$ cat config.mk
export PLATFORM = sky130hd
export DESIGN_NAME = lsdd_top
export DESIGN_NICKNAME = d
export VERILOG_FILES = /design/src/lsdd_pkg.sv /design/src/lsdd_chan.sv /design/src/lsdd_top.sv
export SDC_FILE = /design/constraint.sdc
export NUM_CORES = 1
export LEC_CHECK = 0
export ABC_AREA = 0
export BUFFER_PORTS_ARGS = -buffer_cell sky130_fd_sc_hd__buf_2
export CORE_UTILIZATION = 51
export CTS_CLUSTER_DIAMETER = 40
export DETAILED_ROUTE_END_ITERATION = 8
export PLACE_DENSITY = 0.65
export SETUP_SLACK_MARGIN = 0.15
export SYNTH_ARGS = -nofsm -noshare
export SYNTH_HDL_FRONTEND = slang
export SYNTH_SLANG_ARGS = --single-unit
$ cat constraint.sdc
create_clock -name i_clk -period 6.6 [get_ports i_clk]
set_input_delay 1.32 -clock i_clk [delete_from_list [all_inputs] [get_ports i_clk]]
set_output_delay 1.32 -clock i_clk [all_outputs]
set_load 0.03 [all_outputs]
$ cat src/lsdd_pkg.sv
// Purpose: shared constants and types for the low-side driver diagnosis block
// Assumes: 10 MHz clock, 32-bit Avalon-MM register bus, word addressing by byte offset
// Notes:   nine channels: 0..4 injector, 5..6 heater, 7..8 low current
package lsdd_pkg;
    // ****************************************
    // channel layout
    // ****************************************
    localparam int N_CH       = 9;
    localparam int N_INJ      = 5;
    localparam int N_HEAT     = 2;
    localparam int N_LC       = 2;
    localparam int HEAT_FIRST = 5;
    localparam int LC_FIRST   = 7;

    // ****************************************
    // timing
    // ****************************************
    localparam int CLK_MHZ           = 10;
    localparam int OVC_INJ_NS        = 3000;
    localparam int OVC_HEAT_NS       = 2000;
    localparam int OVC_LC_NS         = 4000;
    localparam int DIAG_INJ_NS       = 50000;
    localparam int DIAG_HEAT_NS      = 10000;
    localparam int MASK_NS           = 400000;
    localparam int OVC_INJ_CYC       = (OVC_INJ_NS * CLK_MHZ + 999) / 1000;
    localparam int OVC_HEAT_CYC      = (OVC_HEAT_NS * CLK_MHZ + 999) / 1000;
    localparam int OVC_LC_CYC        = (OVC_LC_NS * CLK_MHZ + 999) / 1000;
    localparam int DIAG_INJ_CYC      = (DIAG_INJ_NS * CLK_MHZ + 999) / 1000;
    localparam int DIAG_HEAT_CYC     = (DIAG_HEAT_NS * CLK_MHZ + 999) / 1000;
    localparam int MASK_CYC          = (MASK_NS * CLK_MHZ + 999) / 1000;
    localparam int CNT_W             = 13;

    // ****************************************
    // register map (byte offsets)
    // ****************************************
    localparam logic [3:0] ADDR_CMD    = 4'h0;
    localparam logic [3:0] ADDR_CTRL   = 4'h4;
    localparam logic [3:0] ADDR_DIAG   = 4'h8;
    localparam logic [3:0] ADDR_STATE  = 4'hc;
    localparam logic [3:0] ADDR_IRQST  = 4'h0;
    localparam logic [3:0] ADDR_IRQMSK = 4'h4;
    localparam logic [4:0] OFS_CMD     = 5'h00;
    localparam logic [4:0] OFS_CTRL    = 5'h04;
    localparam logic [4:0] OFS_DIAG    = 5'h08;
    localparam logic [4:0] OFS_STATE   = 5'h0c;
    localparam logic [4:0] OFS_IRQST   = 5'h10;
    localparam logic [4:0] OFS_IRQMSK  = 5'h14;
    localparam int CTRL_OUTDIS_BIT    = 0;
    localparam int CTRL_OFFDIAG_BIT   = 1;
    localparam int CTRL_LOWRES_BIT    = 2;
    localparam logic [31:0] UNMAPPED_DATA = 32'h0000_0000;

    // ****************************************
    // fault codes
    // ****************************************
    localparam logic [1:0] CODE_OK  = 2'h3;
    localparam logic [1:0] CODE_OL  = 2'h1;
    localparam logic [1:0] CODE_OVC = 2'h2;
    localparam logic [1:0] CODE_SCG = 2'h0;

    typedef enum logic [1:0] {
        LSDD_IDLE,
        LSDD_ANSWER
    } lsdd_bus_state_type;

    typedef struct packed {
        logic [N_CH-1:0] ovc;
        logic [N_CH-1:0] open_load;
        logic [N_CH-1:0] short_gnd;
    } lsdd_sense_type;

    typedef struct packed {
        logic [N_CH-1:0] on;
        logic [N_CH-1:0] fast_off;
    } lsdd_drive_type;
endpackage

$ cat src/lsdd_chan.sv
// Purpose: one low-side channel: overcurrent filter, shutdown, off-state diagnosis, fault latch
// Assumes: sense inputs already synchronised; diag_read is a one-cycle pulse
// Notes:   filter lengths come from the parent per channel type, the mask length is one value for all channels
`timescale 1ns/100ps
module lsdd_chan #(
    parameter logic [12:0] OVC_CYC  = 13'h1e,
    parameter logic [12:0] DIAG_CYC = 13'h1f4,
    parameter logic [12:0] MASK_CYC = 13'hfa0,
    parameter bit          FORCE_OK = 1'b1
) (
    // clock and reset
    input  wire logic       i_clk,
    input  wire logic       i_rst_n,
    // control
    input  wire logic       i_cmd,
    input  wire logic       i_force_off,
    input  wire logic       i_diag_off,
    input  wire logic       i_diag_read,
    // sense
    input  wire logic       i_ovc,
    input  wire logic       i_ol,
    input  wire logic       i_scg,
    // results
    output logic            o_on,
    output logic            o_fast_off,
    output logic [1:0]      o_code,
    output logic            o_event
);
    import lsdd_pkg::*;

    typedef struct packed {
        logic [12:0] ovc_cnt;
        logic [12:0] diag_cnt;
        logic [12:0] mask_cnt;
        logic        shut;
        logic        cmd_q;
        logic        on;
        logic        fast;
        logic [1:0]  code;
        logic        ev;
    } lsdd_ch_type;

    lsdd_ch_type s_reg;
    lsdd_ch_type s_next;
    logic        eff_cmd;
    logic        diag_cond;
    logic        fresh;

    // ****************************************
    // next state
    // ****************************************
    always_comb begin
        s_next     = s_reg;
        s_next.ev  = 1'b0;
        fresh      = 1'b0;
        eff_cmd    = i_cmd & ~i_force_off;
        diag_cond  = (i_ol | i_scg) & ~i_diag_off;
        // diagnosis read clears latched code
        if (i_diag_read) begin
            s_next.code = CODE_OK;
        end
        // retry on read while commanded or on a fresh rising command
        if (s_reg.shut && ((i_diag_read && eff_cmd) || (eff_cmd && !s_reg.cmd_q))) begin
            s_next.shut = 1'b0;
            s_next.fast = 1'b0;
        end
        s_next.cmd_q = eff_cmd;
        // overcurrent filter only while on, restart on release
        if (s_reg.on && i_ovc) begin
            if (s_reg.ovc_cnt >= OVC_CYC - 13'h1) begin
                s_next.shut    = 1'b1;
                s_next.fast    = 1'b1;
                s_next.code    = CODE_OVC;                           // on-state fault overwrites
                s_next.ev      = 1'b1;
                s_next.ovc_cnt = 13'h0;
            end else begin
                s_next.ovc_cnt = s_reg.ovc_cnt + 13'h1;
            end
        end else begin
            s_next.ovc_cnt = 13'h0;
        end
        s_next.on = eff_cmd & ~s_next.shut;
        if (eff_cmd) begin
            s_next.fast = s_next.shut;
        end
        // mask after switch-off
        if (s_reg.on && !s_next.on) begin
            s_next.mask_cnt = MASK_CYC;
        end else if (s_reg.mask_cnt != 13'h0) begin
            s_next.mask_cnt = s_reg.mask_cnt - 13'h1;
        end
        // off-state diagnosis filter
        if (!s_reg.on && !eff_cmd && s_reg.mask_cnt == 13'h0 && diag_cond && !FORCE_OK) begin
            if (s_reg.diag_cnt >= DIAG_CYC - 13'h1) begin
                s_next.diag_cnt = s_reg.diag_cnt;
                fresh           = 1'b1;
            end else begin
                s_next.diag_cnt = s_reg.diag_cnt + 13'h1;
            end
        end else begin
            s_next.diag_cnt = 13'h0;
        end
        // first off-state fault stays latched
        if (fresh && s_next.code == CODE_OK && !s_next.ev) begin
            s_next.code = i_scg ? CODE_SCG : CODE_OL;
            s_next.ev   = 1'b1;
        end
    end

    // ****************************************
    // state register
    // ****************************************
    always_ff @(posedge i_clk or negedge i_rst_n) begin
        if (!i_rst_n) begin
            s_reg <= '{ovc_cnt: 13'h0, diag_cnt: 13'h0, mask_cnt: 13'h0, shut: 1'b0, cmd_q: 1'b0,
                       on: 1'b0, fast: 1'b0, code: CODE_OK, ev: 1'b0};
        end else begin
            s_reg <= s_next;
        end
    end

    assign o_on       = s_reg.on;
    assign o_fast_off = s_reg.fast;
    assign o_code     = s_reg.code;
    assign o_event    = s_reg.ev;
endmodule

$ cat src/lsdd_top.sv
// Purpose: nine-channel low-side driver control and diagnosis with Avalon-MM registers
// Assumes: sense inputs arrive asynchronously from the analog comparators
// Notes:   each channel is an instance of lsdd_chan
// Operation
// - five injector, two heater, two low-current channels
// - channel state follows serial command
// - reset or disable forces injector, low-current off
// - confirmed overcurrent switches off with fast slope
// - overcurrent confirmed after filter time
// - off-state open-load/short-ground filtered
// - off-state diagnosis masked after switch-off
// - disable bit blocks low-current off-state diagnosis
// - two-bit fault code per channel
// - diagnosis read clears latched codes
// - first off fault kept, on fault overwrites
// - overcurrent shutdown retried on edge or read
//
// The placing of the registers and the Avalon-MM slave port were decided locally.
`timescale 1ns/100ps
module lsdd_top (
    // clock and reset
    input  wire logic                    i_clk,
    input  wire logic                    i_rst_n,
    // avalon-mm slave
    input  wire logic [4:0]              i_avs_address,
    input  wire logic                    i_avs_read,
    input  wire logic                    i_avs_write,
    input  wire logic [31:0]             i_avs_writedata,
    output logic      [31:0]             o_avs_readdata,
    output logic                         o_avs_waitrequest,
    // global output reset pin
    input  wire logic                    i_global_output_reset,
    // analog sense comparators
    input  wire lsdd_pkg::lsdd_sense_type i_sense,
    // driver controls
    output lsdd_pkg::lsdd_drive_type     o_drive,
    output logic                         o_low_resistance_enable,
    // interrupt
    output logic                         o_irq
);
    import lsdd_pkg::*;

    typedef struct packed {
        lsdd_bus_state_type bst;
        logic [31:0]        rdata;
        logic               wait_n;
        logic [N_CH-1:0]    cmd;
        logic               output_disable_bit;
        logic               offstate_diag_disable;
        logic               low_resistance_enable;
        logic [N_CH-1:0]    irq_st;
        logic [N_CH-1:0]    irq_msk;
        logic               irq;
        lsdd_drive_type     drive;
        lsdd_sense_type     s1;
        lsdd_sense_type     s2;
        logic               gr1;
        logic               gr2;
    } lsdd_top_type;

    lsdd_top_type        t_reg;
    lsdd_top_type        t_next;
    logic [N_CH-1:0]     ch_on;
    logic [N_CH-1:0]     ch_fast;
    logic [N_CH-1:0]     ch_ev;
    logic [2*N_CH-1:0]   codes;
    logic [N_CH-1:0]     rd_clear;
    logic [N_CH-1:0]     force_off;
    logic                diag_take;   // diagnosis read taken on this edge

    // channel group of an index: 0 injector, 1 heater, 2 low current
    function automatic logic [1:0] ch_group(input int idx);
        if (idx >= LC_FIRST) begin
            ch_group = 2'h2;
        end else if (idx >= HEAT_FIRST) begin
            ch_group = 2'h1;
        end else begin
            ch_group = 2'h0;
        end
    endfunction

    // ****************************************
    // channels
    // ****************************************
    // nine independent channel instances
    generate
        for (genvar g = 0; g < N_CH; g++) begin : g_ch
            localparam logic [1:0]  GRP = ch_group(g);
            localparam logic [12:0] OVC = (GRP == 2'h0) ? 13'(OVC_INJ_CYC) :
                                          (GRP == 2'h1) ? 13'(OVC_HEAT_CYC) : 13'(OVC_LC_CYC);
            localparam logic [12:0] DG  = (GRP == 2'h1) ? 13'(DIAG_HEAT_CYC) : 13'(DIAG_INJ_CYC);
            // heaters not forced off by the global reset or disable
            assign force_off[g] = (GRP != 2'h1) & (t_reg.gr2 | t_reg.output_disable_bit);
            lsdd_chan #(
                .OVC_CYC  (OVC),
                .DIAG_CYC (DG),
                .MASK_CYC (13'(MASK_CYC)),
                .FORCE_OK (1'b0)
            ) u_ch (
                .i_clk       (i_clk),
                .i_rst_n     (i_rst_n),
                .i_cmd       (t_reg.cmd[g]),
                .i_force_off (force_off[g]),
                .i_diag_off  ((GRP == 2'h2) & t_reg.offstate_diag_disable),
                .i_diag_read (diag_take),
                .i_ovc       (t_reg.s2.ovc[g]),
                .i_ol        (t_reg.s2.open_load[g]),
                .i_scg       (t_reg.s2.short_gnd[g]),
                .o_on        (ch_on[g]),
                .o_fast_off  (ch_fast[g]),
                .o_code      (codes[2*g+1:2*g]),
                .o_event     (ch_ev[g])
            );
        end
    endgenerate

    // ****************************************
    // bus slave, synchronisers, interrupts
    // ****************************************
    always_comb begin
        t_next           = t_reg;
        rd_clear         = '0;
        t_next.s1        = i_sense;
        t_next.s2        = t_reg.s1;
        t_next.gr1       = i_global_output_reset;
        t_next.gr2       = t_reg.gr1;
        diag_take        = 1'b0;
        t_next.drive.on       = ch_on;
        t_next.drive.fast_off = ch_fast;
        case (t_reg.bst)
            LSDD_IDLE: begin
                t_next.wait_n = 1'b0;
                if (i_avs_read || i_avs_write) begin
                    t_next.bst    = LSDD_ANSWER;
                    t_next.wait_n = 1'b1;
                    t_next.rdata  = UNMAPPED_DATA;
                    if (i_avs_write) begin
                        case (i_avs_address)
                            OFS_CMD:    t_next.cmd = i_avs_writedata[N_CH-1:0];
                            OFS_CTRL: begin
                                t_next.output_disable_bit    = i_avs_writedata[CTRL_OUTDIS_BIT];
                                t_next.offstate_diag_disable = i_avs_writedata[CTRL_OFFDIAG_BIT];
                                t_next.low_resistance_enable = i_avs_writedata[CTRL_LOWRES_BIT];
                            end
                            OFS_IRQMSK: t_next.irq_msk = i_avs_writedata[N_CH-1:0];
                            default:    t_next.rdata = UNMAPPED_DATA;
                        endcase
                    end else begin
                        case (i_avs_address)
                            OFS_CMD:    t_next.rdata = 32'(t_reg.cmd);
                            OFS_CTRL:   t_next.rdata = {29'h0, t_reg.low_resistance_enable,
                                                        t_reg.offstate_diag_disable, t_reg.output_disable_bit};
                            OFS_DIAG: begin
                                t_next.rdata     = 32'(codes);
                                // clear on the edge that captures, so a fault latched there is not lost
                                diag_take        = 1'b1;
                            end
                            OFS_STATE:  t_next.rdata = {14'h0, ch_fast, ch_on};
                            OFS_IRQST: begin
                                t_next.rdata = 32'(t_reg.irq_st);
                                rd_clear     = '1;
                            end
                            OFS_IRQMSK: t_next.rdata = 32'(t_reg.irq_msk);
                            default:    t_next.rdata = UNMAPPED_DATA;
                        endcase
                    end
                end
            end
            LSDD_ANSWER: begin
                t_next.bst    = LSDD_IDLE;
                t_next.wait_n = 1'b0;
            end
            default: begin
                t_next.bst    = LSDD_IDLE;
                t_next.wait_n = 1'b0;
            end
        endcase
        // sticky status: a new event wins over the read clear
        t_next.irq_st = (t_reg.irq_st & ~rd_clear) | ch_ev;
        t_next.irq    = |(t_next.irq_st & t_reg.irq_msk);
    end

    // ****************************************
    // state register
    // ****************************************
    always_ff @(posedge i_clk or negedge i_rst_n) begin
        if (!i_rst_n) begin
            t_reg <= '0;
        end else begin
            t_reg <= t_next;
        end
    end

    // outputs straight from flip-flops, waitrequest through an inverter on wait_n
    assign o_avs_readdata          = t_reg.rdata;
    assign o_avs_waitrequest       = ~t_reg.wait_n;
    assign o_drive                 = t_reg.drive;
    assign o_low_resistance_enable = t_reg.low_resistance_enable;
    assign o_irq                   = t_reg.irq;
endmodule

==> results of run 1 <==
## worst max-delay path by stage
| stage | start | to | slack, ps | depth (start not counted) |
|---|---|---|---|---|
| 2_1_floorplan | i_avs_address[4] | g_ch[6].u_ch.s_reg[12] | 3610 | 7 |
| 3_3_place_gp | i_avs_write | g_ch[5].u_ch.s_reg[15] | 2640 | 6 |
| 6_report | i_avs_address[4] | g_ch[6].u_ch.s_reg[12] | 3130 | 6 |
| 3_5_place_dp | i_avs_address[4] | g_ch[5].u_ch.s_reg[15] | 2550 | 6 |
| 5_1_grt | i_avs_write | g_ch[5].u_ch.s_reg[15] | 2850 | 6 |
| 4_1_cts | i_avs_address[4] | g_ch[5].u_ch.s_reg[15] | 3150 | 6 |
## through the flow
step | worst slack [ps] | instances | hold slack, ps
6_report | 3132 | 2835 | 341.3
2_1_floorplan | 3606 | 2102 | 331.2
4_1_cts | 3150 | 2832 | 342.1
5_1_grt | 2852 | 2833 | 352.2
3_3_place_gp | 2638 | 2692 | 332.4
3_5_place_dp | 2545 | 2692 | 335.5
## power by group
group          internal (W)  leakage [nW]  switching, W
clock network       0.00249          1.26       0.00155
logic              0.000547          3.61      0.000744
registers           0.00376          6.69      0.000428
total               0.00680          11.6       0.00272
## area by class of cell
class / instances / area share (%)
Tap cell: 585 / 2.789
Antenna cell: 3 / 0.02861
Sequential cell: 539 / 51.49
Inverter: 79 / 1.130
Multi-Input combinational cell: 1390 / 32.54
Clock inverter: 40 / 1.678
Clock buffer: 100 / 8.178
Timing Repair Buffer: 99 / 2.165
## per-layer routing
layer | vias to the layer above | GRT usage (%)
met1 | 7375 | 27.83
met2 | 279 | 32.31
met5 | - | 0
met3 | 106 | 4.801
met4 | 4 | 8.807
li1 | 7279 | -
## Yosys cell counts, types with 10 or more instances
cell / number / area share (%)
a211oi_1: 15 / 0.50
a21o_1: 18 / 0.60
a21oi_1: 55 / 1.2
a22oi_1: 24 / 0.80
a31oi_1: 14 / 0.39
and2_1: 24 / 0.66
and3_1: 24 / 0.66
buf_4: 50 / 1.7
clkbuf_1: 36 / 0.60
dfrtp_1: 521 / 58
dfstp_2: 18 / 2.1
ha_1: 41 / 2.3
inv_1: 79 / 1.3
mux2_2: 25 / 1.2
mux2i_1: 21 / 0.93
nand2_1: 105 / 1.7
nand2b_1: 31 / 0.86
nand3_1: 90 / 2.0
nand4_1: 26 / 0.72
nor2_1: 274 / 4.6
nor3_1: 62 / 1.4
nor4_1: 48 / 1.3
o211ai_1: 10 / 0.33
o21ai_0: 59 / 1.3
or3_1: 20 / 0.55
or4_1: 15 / 0.50
xnor2_1: 67 / 2.6
xor2_1: 81 / 3.1
## worst register-to-register path, stage by stage, from the launching register on
cell and delay [ps]:
dfrtp_1 390, nor3b_1 380, and3_1 860, o21ai_0 430, o21a_1 390, or3_1 400
## cell families after synthesis
logic type / Yosys count / share of synthesized area [%]
buf+inv: 173 / 3.777
mux: 46 / 2.177
flops: 539 / 59.80
simple gates: 787 / 17.58
other cells: 1 / 0.01660
xor+xnor: 148 / 5.738
fa+ha+maj: 41 / 2.271
compound gates: 284 / 8.634
## placed cells by master, fill, tap and decap left out, types with 62 or more instances in the layout
cell,synthesis,routed
dfrtp_1,521,521
nor2_1,274,274
nand2_1,105,105
nand3_1,90,90
conb_1,1,84
buf_2,7,83
xor2_1,81,81
inv_1,79,79
clkbuf_16,0,79
xnor2_1,67,67
nor3_1,62,62
==> flow_metrics.py, run 1 <==
metrics = {
    "outcome": {
        "run_status": "completed",
    },
    "final_layout": {
        "largest_reg_flops": 369,
        "fill_cells": 3610,
        "final_layout_size_suffix_gt1_share_pct": 13.44,
        "fin_nets": 2294,
        "final_util_pct": 60.51,
        "regArea_um2": 13510,
        "fin_area_um2": 26240,
        "multi_input_area_um2": 8539,
        "area_growth_pct": 16.15,
    },
    "synthesis": {
        "ys_warn_count": 0,
        "syn_inst": 2019,
        "post_synth.cell_area_avg_um2": 11.19,
        "ys_seq_area_share_pct": 59.80,
        "synthFlopType": "dfrtp_1",
        "async_flop_share_pct": 100.0,
        "synth-seq-cells": 539,
        "synth_cell_types": 78,
        "syn_area_um2": 22590,
        "synth_edf_count": 0,
    },
    "floorplanning": {
        "die_h_um": 212.5,
        "die_x_um": 212.5,
        "start_util_pct": 52.10,
        "coreArea_um2": 43360,
        "dieArea_um2": 45140,
        "rows": 76,
        "io_pins": 122,
    },
    "route": {
        "via_per_inst": 5.306,
        "avgRoutedWirePerCell_um": 15.87,
        "drtIter0Drc": 968,
        "wirelength_um": 44980,
        "firstDrtPassIters": 5,
        "num_vias": 15043,
        "top_layer_used": "met5",
        "wl_met2_um": 20890,
        "wl_met3_um": 2149,
        "drt-met1-wl_um": 20350,
        "ant_nets": 0,
        "post-route-drc-count": 0,
    },
    "critical_path": {
        "r2r_end": "g_ch[6].u_ch.s_reg[12]",
        "reg2reg_slack_ps": 3620,
        "worst_path_dominant_cell_family": "simple AND/OR/NAND/NOR gates",
        "cp_slowest_cell": "and3_1",
        "path_class": "input port to flop",
        "reg2reg_from": "t_reg[138]",
        "crit_chain": "buf_2, nor3_1, and3_1, o21ai_0, o21a_1, or3_1",
        "cp-end-kind": "flop",
        "required_ps": 7070,
        "slowest_delay_ps": 850,
        "cp.arrival_ps": 3930,
        "timing.critical_path.buf_inv": 1,
        "rr_worst_depth": 5,
        "crit_path_start_kind": "input port",
        "cp_max_fo": 24,
    },
    "placement": {
        "place.gp.congestion": 0.8238,
        "io_buffers": 84,
        "post_dp_cell_area_um2": 23650,
        "dp_hpwl_um": 30020,
    },
    "sta": {
        "rsz0062_at_grt": "false",
        "relSlewSlack_pct": 37.44,
        "hold_viol_final": 0,
        "layout_min_cycle_time_ps": 3468,
        "tightestPinTransition_ps": 938.4,
        "setup_tns_ps": 0,
        "worst_clock_skew_ps": 24.82,
        "drv_slew": 0,
        "fin_crit_sh_pct": 52.55,
        "max_freq_mhz": 288.4,
        "setup_violations": 0,
    },
    "pwr": {
        "irDropWorstVdd_v": 0.0002211,
        "total_power_w": 0.009521,
        "p_per_area_nw_per_um2": 362.9,
        "power.leakage_nw": 11.56,
    },
    "hold_path": {
        "worstHoldPathType": "flop to flop",
        "hp-start": "t_next[27]",
        "hold_end": "t_reg[27]",
        "min_path_cells": 0,
    },
    "global_route": {
        "grt_pass1_vias": 14867,
        "grt_use_total_pct": 20.70,
        "grt_overflow": 0,
        "grt_pass1_wl_um": 74080,
        "antenna_found_initial": 6,
        "grt_max_degree": 156,
    },
    "clock_tree": {
        "cts.clk_slew.worst_paths_ps": 50,
        "ctsResizeCount": 0,
        "clkSinkCount": 539,
        "post_cts_buffers": 0,
        "cts_buffers": 75,
        "cts_buffer_depth": 3,
        "insertion_delay_ps": 610,
        "tritoncts": "done",
        "clock-root-buffer": "clkbuf_16",
        "cts_hold_buf": 0,
        "htree_num_levels": 3,
    },
    "job": {
        "maxCapViolCount": 0,
    },
}
Note: power is estimated with default switching activity, not from simulation.
==> run 2, diff against run 1 <==
PLACE_DENSITY = 0.68   (was 0.65)
clock period = 2.8 ns   (was 6.6 ns; I/O delays follow)
==> flow_metrics.py, run 2 (same netlist as run 1, synthesis figures left out) <==
metrics = {
    "sta": {
        "setup_tns_ps": 0,
        "relSlewSlack_pct": 48.68,
        "layout_min_cycle_time_ps": 2366,
        "tightestPinTransition_ps": 762.7,
        "worst_clock_skew_ps": 23.91,
        "max_freq_mhz": 422.6,
        "holdWs_ps": 61.57,
        "hold_viol_final": 0,
        "setup_violations": 0,
        "fin_crit_sh_pct": 84.51,
        "drv_slew": 0,
        "rsz0062_at_grt": "false",
    },
    "critical_path": {
        "cp_max_fo": 4,
        "reg2reg_from": "g_ch[2].u_ch.s_reg[7]",
        "crit_chain": "inv_1, ha_1, or4b_2, o311ai_2, nor3_1, or3b_2",
        "cp-end-kind": "flop",
        "slowest_delay_ps": 640,
        "cp.arrival_ps": 2830,
        "required_ps": 3270,
        "reg2reg_slack_ps": 430,
        "cp_slowest_cell": "or4b_2",
        "r2r_end": "g_ch[2].u_ch.s_reg[18]",
        "path_class": "flop to flop",
        "crit_path_start_kind": "flop",
        "rr_worst_depth": 6,
    },
    "clock_tree": {
        "clock-root-buffer": "clkbuf_16",
        "ctsResizeCount": 0,
        "tritoncts": "done",
        "insertion_delay_ps": 600,
        "cts.clk_slew.worst_paths_ps": 60,
        "cts_buffers": 73,
        "clkSinkCount": 539,
        "htree_num_levels": 3,
        "cts_buffer_depth": 3,
    },
    "route": {
        "wirelength_um": 45350,
        "post-route-drc-count": 0,
        "avgRoutedWirePerCell_um": 15.77,
        "firstDrtPassIters": 6,
        "ant_nets": 0,
        "drtIter0Drc": 996,
        "via_per_inst": 5.291,
        "num_vias": 15213,
    },
    "final_layout": {
        "fin_nets": 2336,
        "largest_reg_flops": 369,
        "final_common_cell": "dfrtp_1",
        "instances_no_fill": 2875,
        "final_layout_size_suffix_gt1_share_pct": 15.05,
        "final_cell_mix": "dfrtp_1, nor2_1, nand2_1",
        "fill_cells": 3487,
        "final_util_pct": 61.34,
        "area_growth_pct": 17.73,
    },
    "global_route": {
        "grt_max_degree": 70,
        "grt_pass1_wl_um": 75980,
        "grt_use_total_pct": 21.17,
        "antenna_found_initial": 9,
        "grt_overflow": 0,
        "grt_pass1_vias": 15398,
    },
    "floorplanning": {
        "start_util_pct": 52.10,
        "coreArea_um2": 43360,
        "die_h_um": 212.5,
        "io_pins": 122,
        "die_x_um": 212.5,
        "rows": 76,
        "dieArea_um2": 45140,
    },
    "pwr": {
        "power.leakage_nw": 11.76,
        "p_per_area_nw_per_um2": 844.7,
        "irDropWorstVdd_v": 0.0006448,
    },
    "hold_path": {
        "hold_end": "t_next[24]",
        "worstHoldPathType": "input port to flop",
        "hp-start": "i_sense[22]",
        "min_path_cells": 1,
    },
    "placement": {
        "io_buffers": 84,
        "dp_hpwl_um": 31400,
        "dp_cells": 2735,
        "place.gp.congestion": 0.8247,
    },
    "outcome": {
        "run_status": "completed",
    },
    "job": {
        "maxCapViolCount": 0,
    },
}
-- run 2: cell count changes in the layout (fill, tap and decap cells not counted), sizes merged --
cell,delta
clkinvlp,+2
clkbuf,-12
inv,-2
bufinv,+4
diode,+1
clkinv,+3
dlygate4sd3,+1
buf,+43
-- run 2: what timing repair did --
item,CTS,global route
hold buffers,1,0
setup endpoints to repair,0,0
hold endpoints to repair,42,0
buffers inserted,0,0
-- run 2: per-stage QoR --
stage / setup slack (ps) / total power, W / area, um2
finish: 433.8 / 0.02247 / 26600
global route: 302.1 / 0.02361 / 26590
CTS: 412.8 / 0.02271 / 26590
detailed placement: 370.8 / 0.01313 / 24030
global placement: 391.9 / 0.01295 / 24030
floorplan: 564.2 / 0.01212 / 22900
-- run 2: power breakdown --
part,switching (W),total [W],internal [W]
combinational,0.00179,0.00313,0.00134
sequential,0.00101,0.00988,0.00886
clock,0.00360,0.00946,0.00586
total,0.00640,0.0225,0.0161
-- run 2: worst max-delay path: cells and delay by family, from the launching register on --
| family | cells | cell delay [ps] |
|---|---|---|
| fa+ha+maj | 1 | 170 |
| compound gates | 1 | 400 |
| buf+inv | 1 | 130 |
| flops | 1 | 380 |
| simple gates | 3 | 1150 |
-- run 2: cell type report --
cell class / count / area [um2] / share of cell area [%]
Inverter: 79 / 296.5 / 1.115
Timing Repair Buffer: 143 / 963.4 / 3.622
Sequential cell: 539 / 13510 / 50.80
Clock inverter: 47 / 580.6 / 2.183
Antenna cell: 4 / 10.01 / 0.03763
Clock buffer: 88 / 1964 / 7.386
Tap cell: 585 / 732.0 / 2.752
Multi-Input combinational cell: 1390 / 8539 / 32.11
-- run 2: worst max path at each step --
stage                          start                      to  cells after the start
5_1_grt        g_ch[7].u_ch.s_reg[9]  g_ch[7].u_ch.s_reg[16]                      5
3_5_place_dp             i_avs_write  g_ch[7].u_ch.s_reg[16]                      8
6_report       g_ch[2].u_ch.s_reg[7]  g_ch[2].u_ch.s_reg[18]                      6
2_1_floorplan  g_ch[5].u_ch.s_reg[7]  g_ch[5].u_ch.s_reg[16]                      7
3_3_place_gp             i_avs_write  g_ch[8].u_ch.s_reg[12]                      8
4_1_cts        g_ch[4].u_ch.s_reg[7]    g_ch[4].u_ch.o_event                      6
-- run 2: metal layers --
metal  vias up  track usage (%)  wire [um]
met1      7483            27.79      20300
met3        97            5.126       2242
met4         8            7.566       1243
met5         -                0         54
li1       7348                -          -
met2       277            34.27      21500
